`src/pcrs_map.svh`:
```
`ifndef PCRS_MAP_SVH
`define PCRS_MAP_SVH

// Register window held by this slice
`define PCRS_ADDR_FIRST      8'h0e
`define PCRS_ADDR_LAST       8'h1d
`define PCRS_REG_COUNT       16
`define PCRS_REG_INDEX_W     4

`define PCRS_ADDR_A_REF      8'h0e
`define PCRS_ADDR_A_LOOP     8'h11
`define PCRS_ADDR_B_REF      8'h12
`define PCRS_ADDR_B_FB_HI    8'h13
`define PCRS_ADDR_B_SPR0     8'h14
`define PCRS_ADDR_B_RATE_HI  8'h15
`define PCRS_ADDR_B_CNT_HI   8'h16
`define PCRS_ADDR_B_LOW      8'h17
`define PCRS_ADDR_B_STEP_HI  8'h18
`define PCRS_ADDR_B_LOOP     8'h19
`define PCRS_ADDR_B_SPR_EN   8'h1a
`define PCRS_ADDR_C_REF      8'h1b
`define PCRS_ADDR_C_FB_HI    8'h1c
`define PCRS_ADDR_C_FB_LO    8'h1d

// Reset values
`define PCRS_RST_DEFAULT     8'h00
`define PCRS_RST_B_LOOP      8'h40

// Writable bit masks; cleared bits are reserved and read zero
`define PCRS_MASK_FULL       8'hff
`define PCRS_MASK_NONE       8'h00
`define PCRS_MASK_A_LOOP     8'h7f
`define PCRS_MASK_B_LOOP     8'h77
`define PCRS_MASK_SPR_EN     8'h08
`define PCRS_MASK_LOW3       8'h07

// Field positions
`define PCRS_A_PREDIV_BIT    6
`define PCRS_A_RZ_MSB        5
`define PCRS_A_RZ_LSB        4
`define PCRS_A_IP_MSB        3
`define PCRS_A_IP_LSB        1
`define PCRS_A_SEL_BIT       0
`define PCRS_B_IP_MSB        6
`define PCRS_B_IP_LSB        4
`define PCRS_B_SEL_BIT       2
`define PCRS_B_RZ_MSB        1
`define PCRS_B_RZ_LSB        0
`define PCRS_SPR_EN_BIT      3
`define PCRS_LOW3_MSB        2
`define PCRS_LOW3_LSB        0
`define PCRS_UP5_MSB         7
`define PCRS_UP5_LSB         3

// Decoded analog settings
`define PCRS_RATIO_1         3'h1
`define PCRS_RATIO_4         3'h4
`define PCRS_KOHM_5          7'h05
`define PCRS_KOHM_10         7'h0a
`define PCRS_KOHM_30         7'h1e
`define PCRS_KOHM_80         7'h50
`define PCRS_KOHM_NONE       7'h00
// First loop pump, tenths of a microamp
`define PCRS_A_PUMP_OFF      8'h00
`define PCRS_A_PUMP_4        8'h3f
`define PCRS_A_PUMP_5        8'h77
`define PCRS_A_PUMP_6        8'hb1
`define PCRS_A_PUMP_7        8'he3
// Second loop pump, hundredths of the printed unit
`define PCRS_B_PUMP_0        12'h025
`define PCRS_B_PUMP_1        12'h06e
`define PCRS_B_PUMP_2        12'h0b4
`define PCRS_B_PUMP_3        12'h154
`define PCRS_B_PUMP_4        12'h276
`define PCRS_B_PUMP_5        12'h4a6
`define PCRS_B_PUMP_6        12'h6ea
`define PCRS_B_PUMP_7        12'h8de

`endif

```
`src/pcrs_pkg.sv`:
```
package pcrs_pkg;

  typedef enum logic [1:0] {
    PCRS_RZ_5K  = 2'b00,
    PCRS_RZ_10K = 2'b01,
    PCRS_RZ_30K = 2'b10,
    PCRS_RZ_80K = 2'b11
  } pcrs_zero_res_type;

  typedef enum logic [2:0] {
    PCRS_IP_0 = 3'b000,
    PCRS_IP_1 = 3'b001,
    PCRS_IP_2 = 3'b010,
    PCRS_IP_3 = 3'b011,
    PCRS_IP_4 = 3'b100,
    PCRS_IP_5 = 3'b101,
    PCRS_IP_6 = 3'b110,
    PCRS_IP_7 = 3'b111
  } pcrs_pump_type;

endpackage

```
`src/pcrs_shadow_if.sv`:
```
`timescale 1ns/100ps
interface pcrs_shadow_if #(
  parameter int W = 11
);
  logic [W-1:0] stage;
  logic         load;
  logic [W-1:0] applied;

  modport src (output stage, output load, input applied);
  modport dst (input stage, input load, output applied);
endinterface

```
`src/pcrs_shadow.sv`:
```
`timescale 1ns/100ps
module pcrs_shadow #(
  parameter int W = 11
) (
  input wire logic    i_clk,
  input wire logic    i_rst_n,
  pcrs_shadow_if.dst  bus
);

  logic [W-1:0] applied_r;

  if (W < 1 || $bits(bus.stage) != W) begin : g_check
    $error("pcrs_shadow: width does not match its carrier");
  end

  // Whole field moves in one edge so the divider never sees a half value
  always_ff @(posedge i_clk or negedge i_rst_n) begin
    if (!i_rst_n) begin
      applied_r <= '0;
    end else if (bus.load) begin
      applied_r <= bus.stage;
    end
  end

  assign bus.applied = applied_r;
endmodule

```
`src/pcrs_loop_decode.sv`:
```
`timescale 1ns/100ps
`include "pcrs_map.svh"
module pcrs_loop_decode (
  input  wire logic        i_clk,
  input  wire logic        i_rst_n,
  input  wire logic [7:0]  i_a_loop,
  input  wire logic [7:0]  i_b_loop,
  output logic      [2:0]  o_a_ratio,
  output logic      [6:0]  o_a_kohm,
  output logic      [7:0]  o_a_pump,
  output logic      [6:0]  o_b_kohm,
  output logic      [11:0] o_b_pump
);

  function automatic logic [6:0] kohm_of(input logic [1:0] code, input logic top_ok);
    logic [6:0] k;
    k = `PCRS_KOHM_NONE;
    unique case (pcrs_pkg::pcrs_zero_res_type'(code))
      pcrs_pkg::PCRS_RZ_5K:  k = `PCRS_KOHM_5;
      pcrs_pkg::PCRS_RZ_10K: k = `PCRS_KOHM_10;
      pcrs_pkg::PCRS_RZ_30K: k = `PCRS_KOHM_30;
      // Second loop has no top step; that code gives no resistance value
      pcrs_pkg::PCRS_RZ_80K: k = top_ok ? `PCRS_KOHM_80 : `PCRS_KOHM_NONE;
    endcase
    return k;
  endfunction

  function automatic logic [7:0] a_pump_of(input logic [2:0] code);
    logic [7:0] p;
    p = `PCRS_A_PUMP_OFF;
    unique case (pcrs_pkg::pcrs_pump_type'(code))
      pcrs_pkg::PCRS_IP_4: p = `PCRS_A_PUMP_4;
      pcrs_pkg::PCRS_IP_5: p = `PCRS_A_PUMP_5;
      pcrs_pkg::PCRS_IP_6: p = `PCRS_A_PUMP_6;
      pcrs_pkg::PCRS_IP_7: p = `PCRS_A_PUMP_7;
      pcrs_pkg::PCRS_IP_0, pcrs_pkg::PCRS_IP_1,
      pcrs_pkg::PCRS_IP_2, pcrs_pkg::PCRS_IP_3: p = `PCRS_A_PUMP_OFF;
    endcase
    return p;
  endfunction

  function automatic logic [11:0] b_pump_of(input logic [2:0] code);
    logic [11:0] p;
    p = `PCRS_B_PUMP_0;
    unique case (pcrs_pkg::pcrs_pump_type'(code))
      pcrs_pkg::PCRS_IP_0: p = `PCRS_B_PUMP_0;
      pcrs_pkg::PCRS_IP_1: p = `PCRS_B_PUMP_1;
      pcrs_pkg::PCRS_IP_2: p = `PCRS_B_PUMP_2;
      pcrs_pkg::PCRS_IP_3: p = `PCRS_B_PUMP_3;
      pcrs_pkg::PCRS_IP_4: p = `PCRS_B_PUMP_4;
      pcrs_pkg::PCRS_IP_5: p = `PCRS_B_PUMP_5;
      pcrs_pkg::PCRS_IP_6: p = `PCRS_B_PUMP_6;
      pcrs_pkg::PCRS_IP_7: p = `PCRS_B_PUMP_7;
    endcase
    return p;
  endfunction

  wire [2:0]  a_ratio_nxt = i_a_loop[`PCRS_A_PREDIV_BIT] ? `PCRS_RATIO_4 : `PCRS_RATIO_1;
  wire [6:0]  a_kohm_nxt  = kohm_of(i_a_loop[`PCRS_A_RZ_MSB:`PCRS_A_RZ_LSB], 1'h1);
  wire [7:0]  a_pump_nxt  = a_pump_of(i_a_loop[`PCRS_A_IP_MSB:`PCRS_A_IP_LSB]);
  wire [6:0]  b_kohm_nxt  = kohm_of(i_b_loop[`PCRS_B_RZ_MSB:`PCRS_B_RZ_LSB], 1'h0);
  wire [11:0] b_pump_nxt  = b_pump_of(i_b_loop[`PCRS_B_IP_MSB:`PCRS_B_IP_LSB]);

  always_ff @(posedge i_clk or negedge i_rst_n) begin
    if (!i_rst_n) begin
      o_a_ratio <= `PCRS_RATIO_1;
      o_a_kohm  <= `PCRS_KOHM_5;
      o_a_pump  <= `PCRS_A_PUMP_OFF;
      o_b_kohm  <= `PCRS_KOHM_5;
      o_b_pump  <= `PCRS_B_PUMP_4;
    end else begin
      o_a_ratio <= a_ratio_nxt;
      o_a_kohm  <= a_kohm_nxt;
      o_a_pump  <= a_pump_nxt;
      o_b_kohm  <= b_kohm_nxt;
      o_b_pump  <= b_pump_nxt;
    end
  end
endmodule

```
`src/pcrs_top.sv`:
```
`timescale 1ns/100ps
`include "pcrs_map.svh"
module pcrs_top (
  input  wire logic        I_CLK,
  input  wire logic        I_NRST,
  input  wire logic [7:0]  I_ADDR,
  input  wire logic [7:0]  I_WDATA,
  input  wire logic        I_WE,
  input  wire logic        I_RE,
  output logic      [7:0]  O_RDATA,
  output logic      [7:0]  O_PLL_A_REFERENCE_DIVIDER,
  output logic             O_PLL_A_FEEDBACK_PREDIVIDE,
  output logic      [2:0]  O_PLL_A_PREDIVIDE_RATIO,
  output logic      [6:0]  O_PLL_A_ZERO_RESISTOR_KOHM,
  output logic      [7:0]  O_PLL_A_PUMP_CURRENT,
  output logic             O_PLL_A_INPUT_SELECT,
  output logic      [7:0]  O_PLL_B_REFERENCE_DIVIDER,
  output logic      [10:0] O_PLL_B_FEEDBACK_DIVIDER,
  output logic      [12:0] O_SPREAD_RATE_PARAM,
  output logic      [10:0] O_SPREAD_COUNT_PARAM,
  output logic      [12:0] O_SPREAD_STEP_PARAM,
  output logic      [6:0]  O_PLL_B_ZERO_RESISTOR_KOHM,
  output logic      [11:0] O_PLL_B_PUMP_CURRENT,
  output logic             O_PLL_B_INPUT_SELECT,
  output logic             O_PLL_B_SPREAD_ENABLE,
  output logic      [7:0]  O_PLL_C_REFERENCE_DIVIDER,
  output logic      [10:0] O_PLL_C_FEEDBACK_DIVIDER
);

  localparam int FB_W   = 11;
  localparam int RATE_W = 13;
  localparam int CNT_W  = 11;
  localparam int STEP_W = 13;

  // Reset release, two stages
  logic rst_meta_r;
  logic rst_n;

  always_ff @(posedge I_CLK or negedge I_NRST) begin
    if (!I_NRST) begin
      rst_meta_r <= 1'h0;
      rst_n      <= 1'h0;
    end else begin
      rst_meta_r <= 1'h1;
      rst_n      <= rst_meta_r;
    end
  end

  // Holes in the window (feedback of the first loop) have no storage
  function automatic logic [7:0] mask_of(input logic [7:0] a);
    logic [7:0] m;
    m = `PCRS_MASK_NONE;
    case (a)
      `PCRS_ADDR_A_REF, `PCRS_ADDR_B_REF, `PCRS_ADDR_B_FB_HI,
      `PCRS_ADDR_B_SPR0, `PCRS_ADDR_B_RATE_HI, `PCRS_ADDR_B_CNT_HI,
      `PCRS_ADDR_B_LOW, `PCRS_ADDR_B_STEP_HI, `PCRS_ADDR_C_REF,
      `PCRS_ADDR_C_FB_HI: m = `PCRS_MASK_FULL;
      `PCRS_ADDR_A_LOOP:  m = `PCRS_MASK_A_LOOP;
      `PCRS_ADDR_B_LOOP:  m = `PCRS_MASK_B_LOOP;
      `PCRS_ADDR_B_SPR_EN: m = `PCRS_MASK_SPR_EN;
      `PCRS_ADDR_C_FB_LO: m = `PCRS_MASK_LOW3;
      default:            m = `PCRS_MASK_NONE;
    endcase
    return m;
  endfunction

  function automatic logic [7:0] reset_of(input logic [7:0] a);
    return (a == `PCRS_ADDR_B_LOOP) ? `PCRS_RST_B_LOOP : `PCRS_RST_DEFAULT;
  endfunction

  logic [7:0]                 regs_r [`PCRS_REG_COUNT];
  logic [`PCRS_REG_COUNT-1:0] wr_hit;

  for (genvar g = 0; g < `PCRS_REG_COUNT; g++) begin : g_reg
    localparam logic [7:0] ADDR = `PCRS_ADDR_FIRST + 8'(g);
    localparam logic [7:0] MASK = mask_of(ADDR);
    localparam logic [7:0] RSTV = reset_of(ADDR);

    assign wr_hit[g] = I_WE && (I_ADDR == ADDR);

    always_ff @(posedge I_CLK or negedge rst_n) begin
      if (!rst_n) begin
        regs_r[g] <= RSTV;
      end else if (wr_hit[g]) begin
        regs_r[g] <= I_WDATA & MASK;
      end
    end
  end

  wire [7:0] r_a_ref     = regs_r[4'(`PCRS_ADDR_A_REF     - `PCRS_ADDR_FIRST)];
  wire [7:0] r_a_loop    = regs_r[4'(`PCRS_ADDR_A_LOOP    - `PCRS_ADDR_FIRST)];
  wire [7:0] r_b_ref     = regs_r[4'(`PCRS_ADDR_B_REF     - `PCRS_ADDR_FIRST)];
  wire [7:0] r_b_fb_hi   = regs_r[4'(`PCRS_ADDR_B_FB_HI   - `PCRS_ADDR_FIRST)];
  wire [7:0] r_b_spr0    = regs_r[4'(`PCRS_ADDR_B_SPR0    - `PCRS_ADDR_FIRST)];
  wire [7:0] r_b_rate_hi = regs_r[4'(`PCRS_ADDR_B_RATE_HI - `PCRS_ADDR_FIRST)];
  wire [7:0] r_b_cnt_hi  = regs_r[4'(`PCRS_ADDR_B_CNT_HI  - `PCRS_ADDR_FIRST)];
  wire [7:0] r_b_low     = regs_r[4'(`PCRS_ADDR_B_LOW     - `PCRS_ADDR_FIRST)];
  wire [7:0] r_b_loop    = regs_r[4'(`PCRS_ADDR_B_LOOP    - `PCRS_ADDR_FIRST)];
  wire [7:0] r_b_spr_en  = regs_r[4'(`PCRS_ADDR_B_SPR_EN  - `PCRS_ADDR_FIRST)];
  wire [7:0] r_c_ref     = regs_r[4'(`PCRS_ADDR_C_REF     - `PCRS_ADDR_FIRST)];
  wire [7:0] r_c_fb_hi   = regs_r[4'(`PCRS_ADDR_C_FB_HI   - `PCRS_ADDR_FIRST)];

  wire w_b_spr0    = I_WE && (I_ADDR == `PCRS_ADDR_B_SPR0);
  wire w_b_step_hi = I_WE && (I_ADDR == `PCRS_ADDR_B_STEP_HI);
  wire w_c_fb_lo   = I_WE && (I_ADDR == `PCRS_ADDR_C_FB_LO);

  // Read path: one cycle after the strobe, zero outside the window
  wire                         rd_hit   = (I_ADDR >= `PCRS_ADDR_FIRST) &&
                                          (I_ADDR <= `PCRS_ADDR_LAST);
  wire [7:0]                   rd_off   = I_ADDR - `PCRS_ADDR_FIRST;
  wire [`PCRS_REG_INDEX_W-1:0] rd_index = rd_off[`PCRS_REG_INDEX_W-1:0];
  wire [7:0]                   rd_word  = rd_hit ? regs_r[rd_index] : `PCRS_RST_DEFAULT;
  logic [7:0]                  rdata_r;

  always_ff @(posedge I_CLK or negedge rst_n) begin
    if (!rst_n) begin
      rdata_r <= `PCRS_RST_DEFAULT;
    end else if (I_RE) begin
      rdata_r <= rd_word;
    end
  end

  assign O_RDATA = rdata_r;

  // Feedback fields commit when the byte with their low bits is written, spread fields on the step high byte;
  // software must write the other bytes first or the committed value keeps their old bits
  pcrs_shadow_if #(.W(FB_W))   fb_b_if ();
  pcrs_shadow_if #(.W(RATE_W)) rate_if ();
  pcrs_shadow_if #(.W(CNT_W))  cnt_if ();
  pcrs_shadow_if #(.W(STEP_W)) step_if ();
  pcrs_shadow_if #(.W(FB_W))   fb_c_if ();

  assign fb_b_if.load  = w_b_spr0;
  assign fb_b_if.stage = {r_b_fb_hi, I_WDATA[`PCRS_LOW3_MSB:`PCRS_LOW3_LSB]};
  // Whole spread set moves together on the step high byte
  assign rate_if.load  = w_b_step_hi;
  assign rate_if.stage = {r_b_rate_hi, r_b_spr0[`PCRS_UP5_MSB:`PCRS_UP5_LSB]};
  assign cnt_if.load   = w_b_step_hi;
  assign cnt_if.stage  = {r_b_cnt_hi, r_b_low[`PCRS_LOW3_MSB:`PCRS_LOW3_LSB]};
  assign step_if.load  = w_b_step_hi;
  assign step_if.stage = {I_WDATA, r_b_low[`PCRS_UP5_MSB:`PCRS_UP5_LSB]};
  assign fb_c_if.load  = w_c_fb_lo;
  assign fb_c_if.stage = {r_c_fb_hi, I_WDATA[`PCRS_LOW3_MSB:`PCRS_LOW3_LSB]};

  pcrs_shadow #(.W(FB_W)) u_fb_b (
    .i_clk   (I_CLK),
    .i_rst_n (rst_n),
    .bus     (fb_b_if.dst)
  );

  pcrs_shadow #(.W(RATE_W)) u_rate (
    .i_clk   (I_CLK),
    .i_rst_n (rst_n),
    .bus     (rate_if.dst)
  );

  pcrs_shadow #(.W(CNT_W)) u_cnt (
    .i_clk   (I_CLK),
    .i_rst_n (rst_n),
    .bus     (cnt_if.dst)
  );

  pcrs_shadow #(.W(STEP_W)) u_step (
    .i_clk   (I_CLK),
    .i_rst_n (rst_n),
    .bus     (step_if.dst)
  );

  pcrs_shadow #(.W(FB_W)) u_fb_c (
    .i_clk   (I_CLK),
    .i_rst_n (rst_n),
    .bus     (fb_c_if.dst)
  );

  pcrs_loop_decode u_decode (
    .i_clk     (I_CLK),
    .i_rst_n   (rst_n),
    .i_a_loop  (r_a_loop),
    .i_b_loop  (r_b_loop),
    .o_a_ratio (O_PLL_A_PREDIVIDE_RATIO),
    .o_a_kohm  (O_PLL_A_ZERO_RESISTOR_KOHM),
    .o_a_pump  (O_PLL_A_PUMP_CURRENT),
    .o_b_kohm  (O_PLL_B_ZERO_RESISTOR_KOHM),
    .o_b_pump  (O_PLL_B_PUMP_CURRENT)
  );

  assign O_PLL_A_REFERENCE_DIVIDER  = r_a_ref;
  assign O_PLL_A_FEEDBACK_PREDIVIDE = r_a_loop[`PCRS_A_PREDIV_BIT];
  assign O_PLL_A_INPUT_SELECT       = r_a_loop[`PCRS_A_SEL_BIT];
  assign O_PLL_B_REFERENCE_DIVIDER  = r_b_ref;
  assign O_PLL_B_FEEDBACK_DIVIDER   = fb_b_if.applied;
  assign O_SPREAD_RATE_PARAM        = rate_if.applied;
  assign O_SPREAD_COUNT_PARAM       = cnt_if.applied;
  assign O_SPREAD_STEP_PARAM        = step_if.applied;
  assign O_PLL_B_INPUT_SELECT       = r_b_loop[`PCRS_B_SEL_BIT];
  assign O_PLL_B_SPREAD_ENABLE      = r_b_spr_en[`PCRS_SPR_EN_BIT];
  assign O_PLL_C_REFERENCE_DIVIDER  = r_c_ref;
  assign O_PLL_C_FEEDBACK_DIVIDER   = fb_c_if.applied;
endmodule

```
`config.mk`:
```
export PLATFORM = sky130hd
export DESIGN_NAME = pcrs_top
export DESIGN_NICKNAME = d
export VERILOG_FILES = /design/src/pcrs_pkg.sv /design/src/pcrs_shadow_if.sv /design/src/pcrs_shadow.sv /design/src/pcrs_loop_decode.sv /design/src/pcrs_top.sv
export VERILOG_INCLUDE_DIRS = /design/src
export SDC_FILE = /design/constraint.sdc
export NUM_CORES = 1
export LEC_CHECK = 0
export ABC_AREA = 1
export BUFFER_PORTS_ARGS = -buffer_cell sky130_fd_sc_hd__buf_2
export CAP_MARGIN = 20
export CORE_MARGIN = 4
export CORE_UTILIZATION = 40
export CTS_BUF_LIST = sky130_fd_sc_hd__clkbuf_8
export DETAILED_ROUTE_END_ITERATION = 12
export PLACE_DENSITY = 0.62
export SYNTH_ARGS = -nofsm -noshare
export SYNTH_HDL_FRONTEND = slang
export SYNTH_HIERARCHICAL = 1
export SYNTH_SLANG_ARGS = --single-unit
```
`constraint.sdc`:
```
create_clock -name I_CLK -period 7.05 [get_ports I_CLK]
set_input_delay 1.41 -clock I_CLK [delete_from_list [all_inputs] [get_ports I_CLK]]
set_output_delay 1.41 -clock I_CLK [all_outputs]
set_load 0.01 [all_outputs]
```
==> results of run 1 <==
-- critical path, delay by kind of cell --
family,cells,cell delay [ns]
buffers and inverters,3,1.00
AND/OR/NAND/NOR,4,1.60
-- registers in the layout, summed over array words and instances, names as in the netlist, 11 cells and up --
register	cells
u_fb_b/bus.applied	11
u_fb_c/bus.applied	11
u_decode/o_b_pump	12
u_step/bus.applied	13
u_rate/bus.applied	13
u_cnt/bus.applied	11
regs_r	11
-- power by group --
part | switching (mW) | internal [mW] | total [mW]
clock network | 0.426 | 0.326 | 0.752
logic | 0.153 | 0.0719 | 0.225
registers | 0.0402 | 1.18 | 1.22
total | 0.619 | 1.58 | 2.19
-- final cells by class --
type | count | area [sq um] | share of cell area [%]
multi-input cells | 681 | 2970 | 30.5
clock inverters | 15 | 173 | 1.77
clock buffers | 17 | 234 | 2.40
flip-flops and latches | 196 | 4920 | 50.5
inverters | 82 | 310 | 3.18
well taps | 275 | 344 | 3.53
repair buffers | 150 | 791 | 8.11
-- routing by layer --
layer	wire length [um]	share of wire [%]	up-vias
met1	10900	46	3297
met5	0	0	-
met4	271	1.1	0
met3	2020	8.5	23
li1	-	-	3353
met2	10600	45	237
-- per-stage QoR --
| stage | std cells | hold WS [ns] |
|---|---|---|
| 3_3_place_gp | 1383 | 0.334 |
| 5_1_grt | 1416 | 0.189 |
| 4_1_cts | 1415 | 0.363 |
| 2_1_floorplan | 1030 | 0.331 |
| 6_report | 1416 | 0.176 |
| 3_5_place_dp | 1383 | 0.338 |
-- worst paths after layout --
check	start	endpoint	cells past startpoint
hold reg to reg	rst_n$_DFF_PN0_	u_decode/o_a_kohm[4]$_DFF_PN0_	0
hold / removal	rst_n$_DFF_PN0_	u_decode/o_a_kohm[4]$_DFF_PN0_	0
min in group I_CLK	rst_meta_r$_DFF_PN0_	rst_n$_DFF_PN0_	0
setup reg to reg	r_b_loop[5]$_DFFE_PN0P_	O_RDATA[5]$_DFFE_PN0P_	10
setup / recovery	I_ADDR[0]	u_fb_b/bus.applied[4]$_DFFE_PN0P_	7
max in group asynchronous	rst_n$_DFF_PN0_	u_fb_b/bus.applied[1]$_DFFE_PN0P_	1
==> metrics, run 1 <==
outcome finished clean; Detail Placement HPWL 16,800 um; Hold Fails Final Rpt 0; largest net degree at the start of global routing 119; cts repair resizes 0; most common cell after layout, fill and taps aside nand2_1; DRC Markers 0; DR WL/cell 16.8 um; initial core utilization 41.0%; height of the chip 155 um; Arrival @ worst endpoint 4.03 ns; Slew headroom 35.0%; most frequent cells in the layout nand2_1 (430), dfrtp_1 (183), buf_2 (147); CTS tree built; initial DRC count 634; final WL 23,800 um; vias in the first global route 6,596; Synth Cell Area 0.00867 sq mm; share of post-route cells with drive strength above 1 19.0%; post-route cell area 0.00975 sq mm; initial antenna violation count 0; drt pass-1 iters 5; met3 usage in global routing 4.28%; worst reg2reg setup slack 5.72 ns; total power 2.19 mW; area grow syn2layout 12.4%; Peak VDD IR 107 uV; core area 0.0212 sq mm; RSZ-0062 raised after global routing no; Bufs on Longest Clock Path 2; Top cell by count, worst path nand2_1; leakage 5.44 nW; Finished Core Util 46.1%; io pins 152; H-tree levels 4; Cell Rows 53; CTS Buf Count 17; pre-CTS setup slack 3.00 ns; global-route wire length before repair 37,700 um; grt met2 use 30.1%; worst setup margin 3.38 ns; placed inst area 0.00931 sq mm; CP Max Fanout 38; Placer Congestion 0.950; Hold-fix buffers, CTS 0; Setup Buffers After CTS 0; GRT overflow 0; DIE WIDTH 155 um; CP Capture Type flop; ratio of final minimum period to clock period 52.0%; PortBufs 147; Synth Area per Inst 8.45 sq um; n_diodes 0; clk_lat worst skew 0.47 ns; Mapped Cells 1,027; Sink Count 196; Pins Over Slew Limit 0; Hold WC Path Type reg -> async; CTS clk-pin slew, worst paths 0.10 ns; final setup vio count 0; Worst Skew 0.0110 ns; slowest CP cell nor2_1; setup TNS 0 ns; Required @ worst endpoint 7.42 ns; Worst path max stage delay 0.86 ns; final net count 1,160; fill count 2,158; Yosys warnings 6; upper clock frequency limit 0.273 GHz; Via Count 6,910; Total Die Area 0.0241 sq mm; grt met1 use 29.9%; power density cells 225 mW/mm^2; crit path kind in -> reg; Root Driver clkbuf_8; critical-path cell list buf_2 -> nor2_1 -> nand2_1 -> inv_1 -> inv_2 -> nand2_1 -> nand2_1; GRT Max-Usage Layer met2; Final Critical Period 3.67 ns; GRT Total Usage 20.0%; post-route ant nets 0; Via density 4.88; max-cap violations 0; Worst-Margin Slew 0.972 ns; Worst setup SP type primary input
No activity file was read; power rests on OpenSTA's default activity.
==> run 2, diff against run 1 <==
--- a/config.mk
+++ b/config.mk
@@ -6,14 +6,14 @@
 export SDC_FILE = /design/constraint.sdc
 export NUM_CORES = 1
 export LEC_CHECK = 0
-export ABC_AREA = 1
+export ABC_AREA = 0
 export BUFFER_PORTS_ARGS = -buffer_cell sky130_fd_sc_hd__buf_2
 export CAP_MARGIN = 20
 export CORE_MARGIN = 4
 export CORE_UTILIZATION = 40
 export CTS_BUF_LIST = sky130_fd_sc_hd__clkbuf_8
 export DETAILED_ROUTE_END_ITERATION = 12
-export PLACE_DENSITY = 0.62
+export PLACE_DENSITY = 0.64
 export SYNTH_ARGS = -nofsm -noshare
 export SYNTH_HDL_FRONTEND = slang
 export SYNTH_HIERARCHICAL = 1
==> constraint.sdc (replaced) <==
create_clock -name I_CLK -period 2.99 [get_ports I_CLK]
set_input_delay 0.598 -clock I_CLK [delete_from_list [all_inputs] [get_ports I_CLK]]
set_output_delay 0.598 -clock I_CLK [all_outputs]
set_load 0.01 [all_outputs]
==> run 2 against run 1 <==
  * Sequential cell count unchanged
  * Worst setup slack lost 2.6 ns
  * Die area up 1.2%
  * Cell area grew 2.7%
  * Clock power rose by 120%
  * Critical path depth is the same
  * First-iteration DRC count is 54% lower
  * Via count down 23%
  * Clock skew grew 0.0030 ns
  * Critical endpoint is now u_cnt/bus.applied[8]$_DFFE_PN0P_
  * Largest cell class unchanged
==> metrics, run 2 <==
Total Die Area 0.0244 sq mm (+1.2%); Top Family by Delay on Critical Path simple AND/OR/NAND/NOR gates; Pins Over Slew Limit 0 (unchanged); post-route cell area 0.0100 sq mm (+2.7%); most frequent cells in the layout dfrtp_1 (183), buf_2 (147), mux2_2 (117); met3 wire length 1190 um (-41%); CTS Buf Count 17 (unchanged); Worst Skew 0.0140 ns (+0.00296 ns); outcome finished clean; Reg2Reg Capture Point O_RDATA[3]$_DFFE_PN0P_; post-route ant nets 0 (unchanged); Yosys warnings 6 (unchanged); core area 0.0213 sq mm (+0.63%); slowest CP cell or4b_4; Via density 5.20 (+6.6%); setup TNS 0 ns (unchanged); final WL 21,300 um (-11%); GRT Total Usage 17.7% (-2.4 points); vias in the first global route 5,590 (-15%); WP buf/inv 3 (unchanged); leakage 5.21 nW (-4.2%); ratio of final minimum period to clock period 73.0%; Peak VDD IR 277 uV (+160%); Hold Fails Final Rpt 0 (unchanged); Mapped Cells 606 (-41%); final setup vio count 0 (unchanged); Final Critical Period 2.18 ns; fill count 1,911 (-11%); met1 wire length 9200 um (-15%); clk_lat worst skew 0.47 ns (about the same); final net count 764 (-34%); most common cell after layout, fill and taps aside dfrtp_1; Root Driver clkbuf_8; Arrival @ worst endpoint 2.54 ns (-1.49 ns); DIE WIDTH 156 um (+0.59%); Detail Placement HPWL 15,500 um (-7.7%); FF+latch area 0.00492 sq mm (unchanged); height of the chip 156 um (+0.59%); area of the multi-input gates 0.00339 sq mm (+14%); Sink Count 196 (unchanged); Placer Congestion 0.922 (-2.9%); Finished Core Util 47.0% (+0.95 points); drt pass-1 iters 5 (unchanged); PortBufs 147 (unchanged); power density cells 495 mW/mm^2 (+120%); max-cap violations 0 (unchanged); initial core utilization 41.3% (+0.26 points); CTS clk-pin slew, worst paths 0.10 ns (about the same); largest net degree at the start of global routing 85 (-29%); global-route wire length before repair 32,900 um (-13%); CTS tree built; upper clock frequency limit 0.458 GHz; H-tree levels 4 (unchanged); cts repair resizes 0 (unchanged); Reg2Reg Depth 4 (-6); Synth Cell Area 0.00878 sq mm (+1.3%); RSZ-0062 raised after global routing no; GRT overflow 0 (unchanged); Synth Area per Inst 14.5 sq um (+72%); Worst path max stage delay 0.60 ns (-0.26 ns); Via Count 5,306 (-23%); Hold WS 0.324 ns (+0.148 ns); Worst setup SP type primary input; DR WL/cell 20.8 um (+24%); initial antenna violation count 0 (unchanged); placed inst area 0.00962 sq mm (+3.3%); Slew headroom 55.1% (+20 points); critical-path cell list buf_2 -> or4b_4 -> nor4_4 -> nand2_2 -> inv_2 -> buf_12 -> mux2_2; io pins 152 (unchanged); Hold WC Path Type reg -> async; Required @ worst endpoint 3.35 ns (-4.07 ns); crit path kind in -> reg; Bufs on Longest Clock Path 2 (unchanged); worst reg2reg setup slack 1.44 ns (-4.28 ns); CP Capture Type flop; CP Launch Point I_ADDR[6]; area grow syn2layout 14.0%; max layer used met4; DRC Markers 0 (unchanged); Worst-Margin Slew 0.670 ns (-0.302 ns); n_diodes 0 (unchanged); CP Max Fanout 23 (-39%); WL met2 10,300 um (-3.1%); R2R Path Start r_b_fb_hi[3]$_DFFE_PN0P_; share of post-route cells with drive strength above 1 52.9% (+34 points); Cell Rows 53 (unchanged); initial DRC count 290 (-54%)
==> run 2: per-layer routing <==
metal | track usage (%) | up-vias
li1 | - | 2368
met1 | 23.1 | 2713
met2 | 28.9 | 186
met3 | 4.05 | 39
met4 | 6.53 | 0
met5 | 0 | -
==> run 2: worst register-to-register path, stage by stage, from the launching register on <==
cell and delay [ns]:
dfrtp_1 0.41, mux4_2 0.51, nand2_1 0.09, o21ai_0 0.10, a221o_1 0.33
==> run 2: power by group <==
part | switching, mW | leakage (nW) | internal, mW
logic | 0.257 | 2.35 | 0.190
clock network | 0.991 | 0.198 | 0.685
registers | 0.0818 | 2.66 | 2.75
==> run 2: how the worst max path moves through the flow <==
stage | to | slack [ns] | depth (start not counted)
final | u_cnt/bus.applied[8]$_DFFE_PN0P_ | 0.81 | 7
after floorplan | u_cnt/bus.applied[0]$_DFFE_PN0P_ | 0.48 | 6
after global placement | u_step/bus.applied[10]$_DFFE_PN0P_ | 0.39 | 7
after detailed placement | u_step/bus.applied[10]$_DFFE_PN0P_ | 0.32 | 7
after global routing | u_rate/bus.applied[10]$_DFFE_PN0P_ | 0.75 | 7
after CTS | u_cnt/bus.applied[8]$_DFFE_PN0P_ | 0.84 | 7
==> run 2: final cells by class <==
type / count / area share, %
clock buffers: 17 / 2.34
clock inverters: 15 / 1.46
inverters: 17 / 0.638
multi-input cells: 335 / 33.8
flip-flops and latches: 196 / 49.2
well taps: 275 / 3.44
repair buffers: 165 / 9.10
==> run 2: stage by stage <==
stage	power [mW]	worst slack, ns	std cells
2_1_floorplan	3.18	0.483	609
3_3_place_gp	3.32	0.394	987
3_5_place_dp	3.34	0.315	987
4_1_cts	5.02	0.840	1020
5_1_grt	5.17	0.750	1020
6_report	4.96	0.808	1020
==> run 2: repair_timing <==
action                    4_1_cts  5_1_grt
hold buffers                    1        0
buffers inserted                0        0
hold endpoints to repair        2        0
